$ cat config.mk
export PLATFORM = sky130hd
export DESIGN_NAME = dbgme_core
export DESIGN_NICKNAME = d
export VERILOG_FILES = /design/src/pkg/dbgme_pkg.sv /design/src/rtl/dbgme_core.sv
export SDC_FILE = /design/constraint.sdc
export NUM_CORES = 1
export LEC_CHECK = 0
export ABC_AREA = 1
export BUFFER_PORTS_ARGS = -buffer_cell sky130_fd_sc_hd__buf_2
export CORE_ASPECT_RATIO = 0.6
export CORE_UTILIZATION = 43
export CTS_CLUSTER_DIAMETER = 60
export DETAILED_ROUTE_END_ITERATION = 7
export PLACE_DENSITY = 0.9
export SYNTH_ARGS = -nofsm -noshare
export SYNTH_HDL_FRONTEND = slang
export SYNTH_SLANG_ARGS = --single-unit
$ cat constraint.sdc
create_clock -name ref_clk -period 1.7 [get_ports ref_clk]
set_input_delay 0.34 -clock ref_clk [delete_from_list [all_inputs] [get_ports ref_clk]]
set_output_delay 0.34 -clock ref_clk [all_outputs]
set_load 0.005 [all_outputs]
$ cat src/pkg/dbgme_pkg.sv
// Package of constants and types for the debug entry and trace control block.
package dbgme_pkg;
   // ----------------------------------------------------------------
   // Timing
   // ----------------------------------------------------------------
   localparam int CLK_PERIOD_NS = 10;
   localparam int HOLD_TIME_NS = 50;
   localparam int HOLD_CYCLES = (HOLD_TIME_NS + CLK_PERIOD_NS - 1) / CLK_PERIOD_NS;
   // ----------------------------------------------------------------
   // Register map, indices; byte address is four times the index
   // ----------------------------------------------------------------
   localparam logic [9:0] REG_CTRL_IDX = 10'h020;
   localparam logic [9:0] REG_STAT_IDX = 10'h021;
   localparam logic [9:0] REG_TRACE_IDX = 10'h022;
   localparam int CTRL_ARM_BIT = 0;
   localparam int STAT_ARM_BIT = 3;
   localparam int TRC_HIGH_LSB = 6;
   localparam int TRC_LOW_WIDTH = 6;
   localparam logic [7:0] TRACE_RST = 8'h00;
   localparam int STAT_ENABLE_BIT = 7;
   localparam int STAT_ACTIVE_BIT = 6;
   localparam logic [3:0] DBG_STATUS_OFF = 4'h1;
   // ----------------------------------------------------------------
   // Global map window
   // ----------------------------------------------------------------
   localparam logic [22:0] DBG_WIN_BASE = 23'h7fff00;
   localparam logic [22:0] DBG_REG_LAST = 23'h7fff0b;
   // ----------------------------------------------------------------
   // Sequencer flag codes and host commands
   // ----------------------------------------------------------------
   localparam logic [2:0] SEQ_DISARMED = 3'h0;
   localparam logic [2:0] SEQ_STATE1 = 3'h1;
   localparam logic [2:0] SEQ_STATE3 = 3'h3;
   localparam logic [2:0] SEQ_FINAL = 3'h4;
   localparam logic [1:0] CMD_WRITE_STATUS = 2'h1;
   localparam logic [1:0] CMD_BACKGROUND = 2'h2;
   typedef struct packed {
      logic valid;
      logic [1:0] kind;
      logic [7:0] data;
   } dbgme_cmd_t;
   typedef struct packed {
      logic reserved;
      logic source;
      logic [1:0] range;
      logic [1:0] mode;
      logic [1:0] align;
   } dbgme_trace_t;
   typedef enum logic [3:0] {
      ST_IDLE = 4'b0001,
      ST_WAIT = 4'b0010,
      ST_ACTIVE = 4'b0100,
      ST_HOLD = 4'b1000
   } dbgme_state_t;
endpackage

$ cat src/rtl/dbgme_core.sv
// Debug mode entry control, debug window decode and trace control register.
//
// Register access over Wishbone was decided locally.
module dbgme_core #(
   parameter logic [1:0] MODE_NORMAL = 2'h0,
   parameter logic [1:0] MODE_SUPPRESS = 2'h1,
   parameter logic [1:0] MODE_DETAIL = 2'h2,
   parameter logic [1:0] ALIGN_BEGIN = 2'h0,
   parameter logic [1:0] ALIGN_MIDDLE = 2'h2,
   parameter logic [1:0] ALIGN_END = 2'h1
) (
   // Clock and reset.
   input wire logic ref_clk,
   input wire logic rst,
   // Wishbone slave.
   input wire logic wbCyc,
   input wire logic wbStb,
   input wire logic wbWe,
   input wire logic [9:0] wbAdr,
   input wire logic [3:0] wbSel,
   input wire logic [31:0] wbDatIn,
   output logic [31:0] wbDatOut,
   output logic wbAck,
   // Host single-wire command and chip state.
   input wire dbgme_pkg::dbgme_cmd_t hostCmd,
   input wire logic specialChip,
   input wire logic secured,
   // Processor activation sources and boundary.
   input wire logic cpuEnterDbg,
   input wire logic extTag,
   input wire logic bkptTag,
   input wire logic bkptForce,
   input wire logic instrDone,
   input wire logic dbgExit,
   output logic cpuHold,
   output logic fwFetchStart,
   output logic debugActive,
   output logic debugEnable,
   // Firmware commands and debug register reads.
   input wire logic fwCmdValid,
   output logic fwCmdAccept,
   input wire logic [3:0] dbgRdAddr,
   output logic [7:0] dbgRdData,
   // Global map decode.
   input wire logic [22:0] cpuAddr,
   output logic regWindowHit,
   output logic tableHit,
   // Trace and sequencer.
   input wire logic seqTrigger,
   input wire logic cmpHit,
   input wire logic compareEnable,
   output dbgme_pkg::dbgme_trace_t traceCfg,
   output logic modeNormal,
   output logic modeSuppress,
   output logic modeDetail,
   output logic alignBegin,
   output logic alignMiddle,
   output logic alignEnd,
   output logic cmpSeqTrigger,
   output logic [2:0] seqState
);
   import dbgme_pkg::*;

   // ----------------------------------------------------------------
   // Entry state machine
   // ----------------------------------------------------------------
   dbgme_state_t state_r, state_nxt;
   logic [1:0] boundLeft_r, boundLeft_nxt;
   logic [3:0] holdCnt_r, holdCnt_nxt;
   logic enable_r, enable_nxt;
   logic startup_r;
   logic fwStart_nxt;
   logic cpuReq;
   logic hostBg;

   assign hostBg = hostCmd.valid && (hostCmd.kind == CMD_BACKGROUND);
   assign cpuReq = cpuEnterDbg | extTag | bkptTag | bkptForce;

   always_comb begin
      state_nxt = state_r;
      boundLeft_nxt = boundLeft_r;
      holdCnt_nxt = holdCnt_r;
      enable_nxt = enable_r;
      fwStart_nxt = 1'b0;
      if (hostCmd.valid && (hostCmd.kind == CMD_WRITE_STATUS)) begin
         enable_nxt = hostCmd.data[STAT_ENABLE_BIT];
      end
      case (state_r)
         ST_IDLE: begin
            if (startup_r && specialChip) begin
               enable_nxt = 1'b1;
               state_nxt = ST_ACTIVE;
               fwStart_nxt = 1'b1;
            end else if (enable_r && (cpuReq || hostBg)) begin
               state_nxt = ST_WAIT;
               boundLeft_nxt = bkptForce ? 2'h2 : 2'h1;
            end else if (!enable_r && cpuReq) begin
               state_nxt = ST_HOLD;
               holdCnt_nxt = 4'(HOLD_CYCLES - 1);
            end
         end
         ST_WAIT: begin
            if (instrDone) begin
               if (boundLeft_r == 2'h1) begin
                  state_nxt = ST_ACTIVE;
                  fwStart_nxt = 1'b1;
               end else begin
                  boundLeft_nxt = boundLeft_r - 2'h1;
               end
            end
         end
         ST_ACTIVE: begin
            if (dbgExit) begin
               state_nxt = ST_IDLE;
            end
         end
         ST_HOLD: begin
            if (holdCnt_r == 4'h0) begin
               state_nxt = ST_IDLE;
            end else begin
               holdCnt_nxt = holdCnt_r - 4'h1;
            end
         end
         default: begin
            state_nxt = ST_IDLE;
         end
      endcase
   end

   always_ff @(posedge ref_clk) begin
      if (rst) begin
         state_r <= ST_IDLE;
         boundLeft_r <= 2'h0;
         holdCnt_r <= 4'h0;
         enable_r <= 1'b0;
         startup_r <= 1'b1;
         cpuHold <= 1'b0;
         fwFetchStart <= 1'b0;
         debugActive <= 1'b0;
      end else begin
         state_r <= state_nxt;
         boundLeft_r <= boundLeft_nxt;
         holdCnt_r <= holdCnt_nxt;
         enable_r <= enable_nxt;
         startup_r <= 1'b0;
         cpuHold <= (state_nxt == ST_HOLD);
         fwFetchStart <= fwStart_nxt;
         debugActive <= (state_nxt == ST_ACTIVE);
      end
   end
   assign debugEnable = enable_r;

   // ----------------------------------------------------------------
   // Firmware commands, debug reads and map decode
   // ----------------------------------------------------------------
   logic [7:0] dbgStatus;
   assign dbgStatus = {enable_r, debugActive, 6'h00};

   always_ff @(posedge ref_clk) begin
      if (rst) begin
         fwCmdAccept <= 1'b0;
         dbgRdData <= 8'h00;
         regWindowHit <= 1'b0;
         tableHit <= 1'b0;
      end else begin
         fwCmdAccept <= fwCmdValid && debugActive;
         dbgRdData <= (dbgRdAddr == DBG_STATUS_OFF) ? dbgStatus : 8'h00;
         regWindowHit <= debugActive && (cpuAddr >= DBG_WIN_BASE) &&
                         (cpuAddr <= DBG_REG_LAST);
         tableHit <= debugActive && (cpuAddr > DBG_REG_LAST);
      end
   end

   // ----------------------------------------------------------------
   // Wishbone registers, trace control and sequencer
   // ----------------------------------------------------------------
   dbgme_trace_t trace_r, trace_nxt;
   logic armed_r, armed_nxt;
   logic [2:0] seq_r, seq_nxt;
   logic [31:0] wbDat_nxt;
   logic wbAck_nxt;
   logic wbReq;
   logic wbWr;
   logic seqStep;

   assign wbReq = wbCyc && wbStb && !wbAck;
   assign wbWr = wbReq && wbWe && wbSel[0];
   assign seqStep = seqTrigger || (cmpHit && compareEnable);

   always_comb begin
      trace_nxt = trace_r;
      armed_nxt = armed_r;
      seq_nxt = seq_r;
      wbDat_nxt = 32'h0000_0000;
      wbAck_nxt = wbReq;
      if (wbWr && (wbAdr == {REG_TRACE_IDX[7:0], 2'b00})) begin
         if (!secured && !armed_r) begin
            trace_nxt[7:TRC_HIGH_LSB] = wbDatIn[7:TRC_HIGH_LSB];
         end
         if (!armed_r) begin
            trace_nxt[TRC_LOW_WIDTH-1:0] = wbDatIn[TRC_LOW_WIDTH-1:0];
         end
      end else if (wbWr && (wbAdr == {REG_CTRL_IDX[7:0], 2'b00})) begin
         armed_nxt = wbDatIn[CTRL_ARM_BIT];
      end
      if (wbReq && !wbWe) begin
         if (wbAdr == {REG_CTRL_IDX[7:0], 2'b00}) begin
            wbDat_nxt[CTRL_ARM_BIT] = armed_r;
         end else if (wbAdr == {REG_STAT_IDX[7:0], 2'b00}) begin
            wbDat_nxt[STAT_ARM_BIT] = armed_r;
            wbDat_nxt[2:0] = seq_r;
         end else if (wbAdr == {REG_TRACE_IDX[7:0], 2'b00}) begin
            wbDat_nxt[7:0] = trace_r;
         end
      end
      if (!armed_nxt) begin
         seq_nxt = SEQ_DISARMED;
      end else if (seq_r == SEQ_DISARMED) begin
         seq_nxt = SEQ_STATE1;
      end else if (seqStep && (seq_r == SEQ_STATE3)) begin
         seq_nxt = SEQ_FINAL;
      end else if (seqStep && (seq_r != SEQ_FINAL)) begin
         seq_nxt = seq_r + 3'h1;
      end
   end

   always_ff @(posedge ref_clk) begin
      if (rst) begin
         trace_r <= TRACE_RST;
         armed_r <= 1'b0;
         seq_r <= SEQ_DISARMED;
         wbDatOut <= 32'h0000_0000;
         wbAck <= 1'b0;
         modeNormal <= 1'b0;
         modeSuppress <= 1'b0;
         modeDetail <= 1'b0;
         alignBegin <= 1'b0;
         alignMiddle <= 1'b0;
         alignEnd <= 1'b0;
         cmpSeqTrigger <= 1'b0;
      end else begin
         trace_r <= trace_nxt;
         armed_r <= armed_nxt;
         seq_r <= seq_nxt;
         wbDatOut <= wbDat_nxt;
         wbAck <= wbAck_nxt;
         modeNormal <= (trace_nxt.mode == MODE_NORMAL);
         modeSuppress <= (trace_nxt.mode == MODE_SUPPRESS);
         modeDetail <= (trace_nxt.mode == MODE_DETAIL);
         alignBegin <= (trace_nxt.align == ALIGN_BEGIN);
         alignMiddle <= (trace_nxt.align == ALIGN_MIDDLE);
         alignEnd <= (trace_nxt.align == ALIGN_END);
         cmpSeqTrigger <= cmpHit && compareEnable;
      end
   end
   assign traceCfg = trace_r;
   assign seqState = seq_r;

   // ----------------------------------------------------------------
   // Checks
   // ----------------------------------------------------------------
   property p_enable_write;
      @(posedge ref_clk) disable iff (rst)
      hostCmd.valid && (hostCmd.kind == CMD_WRITE_STATUS) && !startup_r
      |=> debugEnable == $past(hostCmd.data[STAT_ENABLE_BIT]);
   endproperty
   a_enable_write: assert property (p_enable_write) else $error("enable bit not loaded");

   property p_active_needs_enable;
      @(posedge ref_clk) disable iff (rst)
      $rose(debugActive) |-> debugEnable;
   endproperty
   a_active_needs_enable: assert property (p_active_needs_enable) else $error("active unenabled");

   property p_fw_accept;
      @(posedge ref_clk) disable iff (rst)
      fwCmdAccept |-> $past(debugActive) && $past(fwCmdValid);
   endproperty
   a_fw_accept: assert property (p_fw_accept) else $error("firmware command taken idle");

   property p_boundary;
      @(posedge ref_clk) disable iff (rst)
      (state_r == ST_WAIT) && instrDone && (boundLeft_r == 2'h1)
      |=> debugActive && fwFetchStart ##1 !fwFetchStart;
   endproperty
   a_boundary: assert property (p_boundary) else $error("no entry at boundary");

   property p_force_late;
      @(posedge ref_clk) disable iff (rst)
      (state_r == ST_WAIT) && (boundLeft_r == 2'h2) && instrDone
      |=> !debugActive && (state_r == ST_WAIT);
   endproperty
   a_force_late: assert property (p_force_late) else $error("force entered early");

   property p_hold_time;
      @(posedge ref_clk) disable iff (rst)
      $rose(cpuHold) |-> cpuHold [*5] ##1 !cpuHold && !debugActive;
   endproperty
   a_hold_time: assert property (p_hold_time) else $error("hold length wrong");

   property p_host_bg_dropped;
      @(posedge ref_clk) disable iff (rst)
      hostBg && !cpuReq && !enable_r && (state_r == ST_IDLE) && !startup_r
      |=> !cpuHold && (state_r == ST_IDLE);
   endproperty
   a_host_bg_dropped: assert property (p_host_bg_dropped) else $error("background not dropped");

   property p_map;
      @(posedge ref_clk) disable iff (rst)
      regWindowHit |-> $past(debugActive) && ($past(cpuAddr) <= DBG_REG_LAST);
   endproperty
   a_map: assert property (p_map) else $error("window hit outside range");

   property p_startup;
      @(posedge ref_clk) disable iff (rst)
      startup_r && specialChip |=> debugActive && debugEnable;
   endproperty
   a_startup: assert property (p_startup) else $error("special reset not active");

   property p_seq_code;
      @(posedge ref_clk) disable iff (rst)
      (seqState <= SEQ_FINAL) && (armed_r || (seqState == SEQ_DISARMED));
   endproperty
   a_seq_code: assert property (p_seq_code) else $error("reserved sequencer code");

   property p_trace_lock;
      @(posedge ref_clk) disable iff (rst)
      wbWr && (wbAdr == {REG_TRACE_IDX[7:0], 2'b00}) && armed_r |=> $stable(traceCfg);
   endproperty
   a_trace_lock: assert property (p_trace_lock) else $error("trace written while armed");

   property p_secure_source;
      @(posedge ref_clk) disable iff (rst)
      $rose(traceCfg.source) |-> !$past(secured);
   endproperty
   a_secure_source: assert property (p_secure_source) else $error("source set secured");
endmodule

==> results_dict.tcl, run 1 <==
set metrics [dict create \
    run_status "complete, no violations" \
    fp.coreArea_mm2 0.00570 \
    wl_met1_mm 2.87 \
    cts_made_buffers 5 \
    crit_cells 7 \
    cts_buffer_depth 2 \
    num_antenna_cells 0 \
    rsz0062_at_grt "false" \
    routabilityCongestion 0.832 \
    setup_viol 0 \
    maxSlewViolCount 0 \
    route.detailed.wl_per_inst_um 11.4 \
    power.density_mw_per_mm2 825 \
    drive_gt1_share_pct 32.1 \
    crit_slowest_cell "nor3b_1" \
    grt_pass1_wl_mm 10.3 \
    cts_setup_buffers 0 \
    clkTransAtPathRegs_ns 0.10 \
    finalCriticalPeriod_ns 1.48 \
    num_io_pins 167 \
    antenna_found_initial 0 \
    cts_root_buffer "clkbuf_8" \
    dr_wl_met3_um 364 \
    seqCellArea_um2 961 \
    h-tree-depth 2 \
    period_share_pct 87.1 \
    startpoint_type "flop" \
    p_switching_w 0.000801 \
    fp.dieW_um 102 \
    final_core_util_pct 56.2 \
    grtUsageTotal_pct 20.2 \
    critPathMaxFanout 6 \
    synth-warning-count 0 \
    die_y_um 62.2 \
    area_delta_synth_final_pct 23.2 \
    ir_drop_mv 0.410 \
    switching_share_pct 30.3 \
    synthArstFlopShare_pct 0 \
    power_frac_seq_pct 46.8 \
    min_delay_path_depth 3 \
    hp-start "fwCmdValid" \
    route.met2.wl_mm 2.96 \
    critPathLaunch "holdCnt_r[0]$_SDFFE_PP0P_" \
    yosysUniqueCellTypes 36 \
    ctsHoldBuffers 0 \
    cts_tree "done" \
    path_class "reg2reg" \
    reg2reg_depth 7 \
    top_layer "met4" \
    place_ws_ns 0.222 \
    endpoint_kind "flop" \
    cp_slowest_stage_delay_ns 0.35 \
    p_int_w 0.00184 \
    drtIter0Drc 77 \
    first_pass_iters 6 \
    fin_setup_tns_ns 0 \
    regToRegSetupSlack_ns 0.22 \
    tightest_slew_ns 0.497 \
    cap_violations 0 \
    fin_skew_ns 0.00933 \
    power_frac_comb_pct 21.1 \
    clock.fmax_ghz 0.675 \
    numClockSinks 48 \
    die_area_mm2 0.00637 \
    hold_path.class "in2reg" \
    viasPerCell 4.55 \
    hold_violations 0 \
    synth_ff_type "dfxtp_1" \
    grt_max_degree 17 \
    arrival_ns 1.70 \
    layout.cells.non_filler 544 \
    synth_area_mm2 0.00260 \
    io_buffers 102 \
    cp_top_family "simple AND/OR/NAND/NOR gates" \
    multiInputGateArea_mm2 0.00130 \
    fill_cells 559 \
    routed_wl_mm 6.21 \
    worst_slack_ns 0.219 \
    synth_edf_count 0 \
    dp_cells 536 \
    r2r-start "holdCnt_r[0]$_SDFFE_PP0P_" \
    synth_cells 357 \
    cp.buffers_inverters 2 \
    nets 569 \
    num_vias 2476 \
    grt_overflow 0 \
    grt_pass1_vias 2398 \
    syn_avg_cell_area_um2 7.28 \
    ys_ff_latch 48 \
    place_hpwl_mm 5.15 \
    num_rows 21 \
    start_util_pct 45.6 \
    final_area_mm2 0.00320 \
    path_cells "inv_1, ha_1, nor3b_1, nor2_2, inv_2, nand3_1, a21oi_1" \
    clkPwrFrac_pct 32.1 \
    insertion_delay_ns 0.30 \
    critical_path_required_ns 1.92 \
    max_slew_margin_pct 66.6 \
    p_leak_nw 1.73 \
    drc_errors 0 \
    ant_nets 0 \
    postCtsResizedCells 0 \
    ys_seq_area_share_pct 37.0 \
    place_area_mm2 0.00309 \
]
-- worst min-delay path: stages --
cell and delay, ns:
buf_2 0.10, nand2_1 0.05, nor2_1 0.03
-- cell type report --
type / count / area share [%]
clock buffer: 5 / 2.15
clock inverter: 3 / 1.45
inverter: 53 / 6.21
multi-input combinational: 251 / 40.7
sequential: 48 / 30.0
tap: 80 / 3.13
timing repair buffer: 104 / 16.4
-- registers in the layout (all words and copies together) (netlist names), 2 cells and up --
name         cells
state_r          4
dbgRdData        2
traceCfg         8
boundLeft_r      2
holdCnt_r        4
wbDatOut         8
seqState         3
-- power by group through the flow --
stage / combinational [W] / clock [W] / sequential [W]
2_1_floorplan: 0.000419 / 0 / 0.00125
4_1_cts: 0.000553 / 0.000868 / 0.00124
5_1_grt: 0.000632 / 0.000920 / 0.00125
6_report: 0.000557 / 0.000849 / 0.00124
3_3_place_gp: 0.000523 / 0 / 0.00126
3_5_place_dp: 0.000551 / 0 / 0.00126
-- path summary, 6_finish.rpt --
kind | to
setup / recovery | holdCnt_r[3]$_SDFFE_PP0P_
hold / removal | fwCmdAccept$_SDFF_PP0_
setup reg to reg | holdCnt_r[3]$_SDFFE_PP0P_
hold reg to reg | fwCmdAccept$_SDFF_PP0_
-- metrics by stage --
| stage | hold slack [ns] | total power [W] |
|---|---|---|
| CTS | 0.245 | 0.00266 |
| finish | 0.254 | 0.00264 |
| global route | 0.256 | 0.00280 |
| global placement | 0.443 | 0.00178 |
| detailed placement | 0.448 | 0.00181 |
| floorplan | 0.368 | 0.00167 |
-- synthesized netlist by cell type (5+ instances only) --
library cell,instances,area [um^2]
nand4_1,11,68.8
nor2_2,8,50.1
nand2_2,7,43.8
inv_1,48,180
nor2_1,47,176
ha_1,5,62.6
o21ai_0,9,45.0
a21oi_1,15,75.1
nand3_1,16,80.1
inv_2,5,18.8
dfxtp_1,48,961
nor2_4,6,67.6
nand2_1,67,251
buf_4,31,233
-- cells by family after synthesis --
logic type	after synthesis	share of synthesized area [%]
flip-flops	48	37.0
AO/OA/AOI/OAI	35	7.60
other	1	0.144
XOR/XNOR	1	0.337
buffers and inverters	87	17.1
adder cells (fa/ha/maj)	5	2.41
AND/OR/NAND/NOR	178	34.6
multiplexers	2	0.770
-- placed cells by master, fill, tap and decap left out, types with 2 or more instances in the layout --
cell type	n
a21oi_1	15
a31oi_1	2
buf_2	102
buf_4	2
clkbuf_8	5
conb_1	30
dfxtp_1	48
ha_1	5
inv_1	48
inv_2	5
mux2i_1	2
nand2_1	67
nand2_2	7
nand2_4	3
nand3_1	16
nand4_1	11
nor2_1	47
nor2_2	8
nor2_4	6
nor2_8	2
nor3_1	3
o21ai_0	9
o21ai_1	2
o21ai_2	3
or2_0	2
-- layer usage --
metal | GRT usage [%] | up-vias
met2 | 35.6 | 86
met3 | 4.05 | 4
met1 | 25.3 | 1120
li1 | - | 1266
met4 | 4.11 | 0
met5 | 0 | -
Power figures use the tool's default switching activity.
==> inputs of run 2 (changes only) <==
clock period = 1.6 ns   (was 1.7 ns; I/O delays follow)
==> run 2 against run 1 <==
Effect of this change: clock-buffer cell count unchanged; sequential cell count stayed put; global-route usage up 0.46 points; setup slack got worse by 0.081 ns; maximum frequency rose by 1.3%; sequential share of layout area down 0.15 points; first-iteration DRC count increased by 7.8%; design area grew 0.51%; power grew 6.0%; routed wire length rose by 0.89%; register-to-register slack lost 0.08 ns.
==> results_dict.tcl, run 2 (same netlist as run 1, synthesis figures left out) <==
set metrics [dict create \
    place_hpwl_mm 5.16 \
    ctsHoldBuffers 0 \
    antenna_found_initial 0 \
    reg2reg_depth 7 \
    maxSlewViolCount 0 \
    insertion_delay_ns 0.30 \
    path_class "reg2reg" \
    start_util_pct 45.6 \
    num_rows 21 \
    num_antenna_cells 0 \
    h-tree-depth 2 \
    regToRegSetupSlack_ns 0.14 \
    cts_root_buffer "clkbuf_8" \
    fin_setup_tns_ns 0 \
    cts_made_buffers 5 \
    run_status "complete, no violations" \
    critPathLaunch "holdCnt_r[0]$_SDFFE_PP0P_" \
    power.density_mw_per_mm2 870 \
    cap_violations 0 \
    num_vias 2500 \
    total_power_w 0.00280 \
    p_leak_nw 1.74 \
    routabilityCongestion 0.911 \
    routed_wl_mm 6.27 \
    first_pass_iters 4 \
    rsz0062_at_grt "false" \
    mostFrequentLayoutCells "buf_2, nand2_1, inv_1, dfxtp_1, nor2_1" \
    drive_gt1_share_pct 32.4 \
    crit_end "holdCnt_r[1]$_SDFFE_PP0P_" \
    finalCriticalPeriod_ns 1.46 \
    tightest_slew_ns 0.551 \
    drtIter0Drc 83 \
    ant_nets 0 \
    num_io_pins 167 \
    die_y_um 62.2 \
    final_core_util_pct 56.5 \
    viasPerCell 4.58 \
    setup_viol 0 \
    die_area_mm2 0.00637 \
    r2r-start "holdCnt_r[0]$_SDFFE_PP0P_" \
    r2r-end "holdCnt_r[1]$_SDFFE_PP0P_" \
    critPathMaxFanout 6 \
    io_buffers 102 \
    endpoint_kind "flop" \
    drc_errors 0 \
    clock.fmax_ghz 0.684 \
    hold_path.class "in2reg" \
    fp.dieW_um 102 \
    grt_max_degree 17 \
    cts_buffer_depth 2 \
    grt_overflow 0 \
    fin_skew_ns 0.0132 \
    cts_setup_buffers 0 \
    postCtsResizedCells 0 \
    fp.coreArea_mm2 0.00570 \
    grt_pass1_vias 2300 \
    numClockSinks 48 \
    route.detailed.wl_per_inst_um 11.5 \
    grtUsageTotal_pct 20.7 \
    critical_path_required_ns 1.83 \
    nets 571 \
    period_share_pct 91.4 \
    max_slew_margin_pct 63.0 \
    cts_tree "done" \
    ir_drop_mv 0.475 \
    hold_violations 0 \
    area_delta_synth_final_pct 23.8 \
    final_common_cell "buf_2" \
    grt_pass1_wl_mm 10.3 \
    hp-start "fwCmdValid" \
    clkTransAtPathRegs_ns 0.09 \
    startpoint_type "flop" \
    arrival_ns 1.69 \
]
[run 2: cell types whose count changed in the layout (fill, tap and decap cells not counted), sizes merged]
cell,previous run,this run
buf,104,106
clkinv,0,2
inv,54,53
clkinvlp,1,0
[run 2: critical path: stages (launching register included)]
cell and delay (ns):
dfxtp_1 0.36, inv_1 0.07, ha_1 0.22, nor3b_1 0.16, nor2_2 0.17, inv_2 0.09, or2_0 0.21, a21oi_1 0.11
[run 2: area by class of cell]
cell class | count | area (um^2)
well taps | 80 | 100
flip-flops and latches | 48 | 961
multi-input cells | 251 | 1300
repair buffers | 106 | 541
clock buffers | 5 | 68.8
fillers | 552 | 2480
clock inverters | 3 | 47.5
inverters | 53 | 199
[run 2: where the power goes]
part / internal [W] / switching (W) / total [W] / leakage [nW]
sequential: 0.00126 / 0.0000514 / 0.00131 / 0.390
clock: 0.000471 / 0.000427 / 0.000898 / 0.0583
combinational: 0.000227 / 0.000362 / 0.000589 / 1.30
total: 0.00196 / 0.000840 / 0.00280 / 1.74
[run 2: worst min-delay path by stage]
| stage | cells past startpoint | slack, ns | endpoint |
|---|---|---|---|
| 5_1_grt | 3 | 0.21 | fwCmdAccept$_SDFF_PP0_ |
| 3_5_place_dp | 2 | 0.45 | wbDatOut[5]$_SDFF_PP0_ |
| 2_1_floorplan | 0 | 0.35 | startup_r$_DFF_P_ |
| 6_report | 3 | 0.23 | fwCmdAccept$_SDFF_PP0_ |
| 4_1_cts | 3 | 0.22 | fwCmdAccept$_SDFF_PP0_ |
| 3_3_place_gp | 1 | 0.44 | holdCnt_r[0]$_SDFFE_PP0P_ |
[run 2: per-layer routing]
layer | vias up | track usage [%] | share of wire (%)
met5 | - | 0 | 0
met4 | 0 | 3.93 | 0.48
met3 | 4 | 5.07 | 6.2
met2 | 92 | 34.9 | 48
met1 | 1127 | 26.7 | 45
li1 | 1277 | - | -
[run 2: per-stage QoR]
stage | cells | area, um^2 | setup WS, ns | hold slack (ns)
floorplan | 386 | 2710 | 0.311 | 0.348
global placement | 538 | 3100 | 0.181 | 0.438
detailed placement | 538 | 3100 | 0.136 | 0.451
CTS | 546 | 3220 | 0.143 | 0.221
global route | 546 | 3220 | 0.0482 | 0.213
finish | 546 | 3220 | 0.137 | 0.232
==> inputs of run 3 (changes only) <==
CORE_UTILIZATION = 44   (was 43)
CTS_BUF_LIST = sky130_fd_sc_hd__clkbuf_2 sky130_fd_sc_hd__clkbuf_4 sky130_fd_sc_hd__clkbuf_8   (was default)
CTS_CLUSTER_SIZE = 16   (was default)
PLACE_DENSITY = 0.92   (was 0.9)
==> run 3 against run 2 <==
Effect of this change: power down 4.8%; design area down 0.58%; non-clock buffer count unchanged; largest cell class unchanged.
==> results_dict.tcl, run 3 (same netlist as run 1, synthesis figures left out) <==
set metrics [dict create \
    critPathMaxFanout 6 \
    num_vias 2479 \
    routed_wl_mm 5.80 \
    clkPwrFrac_pct 28.5 \
    maxSlewViolCount 0 \
    numClockSinks 48 \
    final_common_cell "buf_2" \
    run_status "complete, no violations" \
    num_io_pins 167 \
    ir_drop_mv 0.462 \
    path_class "reg2reg" \
    place_hpwl_mm 4.83 \
    cts_buffer_depth 2 \
    die_y_um 61.5 \
    period_share_pct 91.7 \
    rsz0062_at_grt "false" \
    power_frac_comb_pct 22.3 \
    grtUsageTotal_pct 18.2 \
    num_rows 21 \
    antenna_found_initial 0 \
    finalCriticalPeriod_ns 1.47 \
    start_util_pct 46.2 \
    fp.coreArea_mm2 0.00562 \
    p_switching_w 0.000808 \
    met1_usage_pct 23.4 \
    hold_path.class "in2reg" \
    nets 571 \
    arrival_ns 1.70 \
    switching_share_pct 30.3 \
    drive_gt1_share_pct 32.4 \
    area_delta_synth_final_pct 23.1 \
    io_buffers 102 \
    route.detailed.wl_per_inst_um 10.6 \
    drc_errors 0 \
    grt_pass1_vias 2073 \
    total_power_w 0.00267 \
    clock.fmax_ghz 0.682 \
    die_area_mm2 0.00623 \
    endpoint_kind "flop" \
    postCtsResizedCells 0 \
    cts_made_buffers 5 \
    grtUsageMet3_pct 4.43 \
    routabilityCongestion 0.868 \
    setup_viol 0 \
    clkTransAtPathRegs_ns 0.09 \
    ant_nets 0 \
    busiest_layer "met2" \
    p_leak_nw 1.73 \
    fin_setup_tns_ns 0 \
    grt_max_degree 15 \
    grt_pass1_wl_mm 8.70 \
    num_antenna_cells 0 \
    viasPerCell 4.54 \
    power.density_mw_per_mm2 833 \
    h-tree-depth 2 \
    hold_violations 0 \
    fin_skew_ns 0.0138 \
    fp.dieW_um 101 \
    critical_path_required_ns 1.83 \
    ctsHoldBuffers 0 \
    fill_cells 511 \
    cp_slowest_stage_delay_ns 0.36 \
    insertion_delay_ns 0.29 \
    met2_usage_pct 31.5 \
    min_delay_path_depth 3 \
    p_int_w 0.00186 \
    mostFrequentLayoutCells "buf_2, nand2_1, inv_1, dfxtp_1, nor2_1" \
    power_frac_seq_pct 49.2 \
    drtIter0Drc 95 \
    cts_setup_buffers 0 \
    crit_slowest_cell "dfxtp_1" \
    first_pass_iters 4 \
    path_cells "inv_1, ha_1, nor3b_1, nor2_2, inv_2, or2_0, a21oi_1" \
    grt_overflow 0 \
    reg2reg_depth 7 \
    startpoint_type "flop" \
    cts_root_buffer "clkbuf_8" \
    cts_tree "done" \
    cap_violations 0 \
]
run 3: cell count changes in the layout (fill, tap and decap cells not counted), sizes merged:
cell      previous run  this run
clkinvlp             0         1
clkinv               2         0
bufinv               1         0
clkbuf               5         7
run 3: worst max-delay path, delay by kind of cell (launching register included):
| family | cells | cell delay [ns] |
|---|---|---|
| buf+inv | 2 | 0.16 |
| flops | 1 | 0.36 |
| simple gates | 3 | 0.54 |
| compound gates | 1 | 0.12 |
| fa+ha+maj | 1 | 0.22 |
run 3: final timing paths:
| path | to | from | slack (ns) |
|---|---|---|---|
| max | holdCnt_r[1]$_SDFFE_PP0P_ | holdCnt_r[0]$_SDFFE_PP0P_ | 0.13 |
| min | fwCmdAccept$_SDFF_PP0_ | fwCmdValid | 0.25 |
| max reg2reg | holdCnt_r[1]$_SDFFE_PP0P_ | holdCnt_r[0]$_SDFFE_PP0P_ | 0.13 |
| min reg2reg | wbDatOut[6]$_SDFF_PP0_ | traceCfg[6]$_SDFFE_PP0P_ | 0.45 |
run 3: area by class of cell:
cell class | instances | area, um^2 | share of cell area, %
tap | 80 | 100 | 3.13
timing repair buffer | 106 | 541 | 16.9
clock inverter | 1 | 7.51 | 0.235
multi-input combinational | 251 | 1300 | 40.7
clock buffer | 7 | 90.1 | 2.81
sequential | 48 | 961 | 30.0
inverter | 53 | 199 | 6.22
run 3: per-stage QoR:
step | std cells | setup slack, ns | util, % | instance area, um^2 | hold WS [ns]
CTS | 546 | 0.140 | 56.9 | 3200 | 0.248
detailed placement | 538 | 0.177 | 55.2 | 3100 | 0.438
global route | 546 | 0.0403 | 56.9 | 3200 | 0.253
global placement | 538 | 0.213 | 55.2 | 3100 | 0.431
finish | 546 | 0.133 | 56.9 | 3200 | 0.255
floorplan | 386 | 0.311 | - | 2710 | 0.348
run 3: per-layer routing:
| layer | vias up | part of all wire, % |
|---|---|---|
| met4 | 0 | 0.22 |
| met3 | 2 | 8.2 |
| met2 | 95 | 45 |
| li1 | 1280 | - |
| met1 | 1102 | 47 |
| met5 | - | 0 |
run 3: power by group through the flow:
stage | Clock (W) | Sequential (W) | Combinational (W)
after floorplan | 0 | 0.00133 | 0.000445
after global placement | 0 | 0.00134 | 0.000561
after detailed placement | 0 | 0.00134 | 0.000589
after CTS | 0.000785 | 0.00131 | 0.000591
after global routing | 0.000843 | 0.00132 | 0.000670
final | 0.000761 | 0.00131 | 0.000594
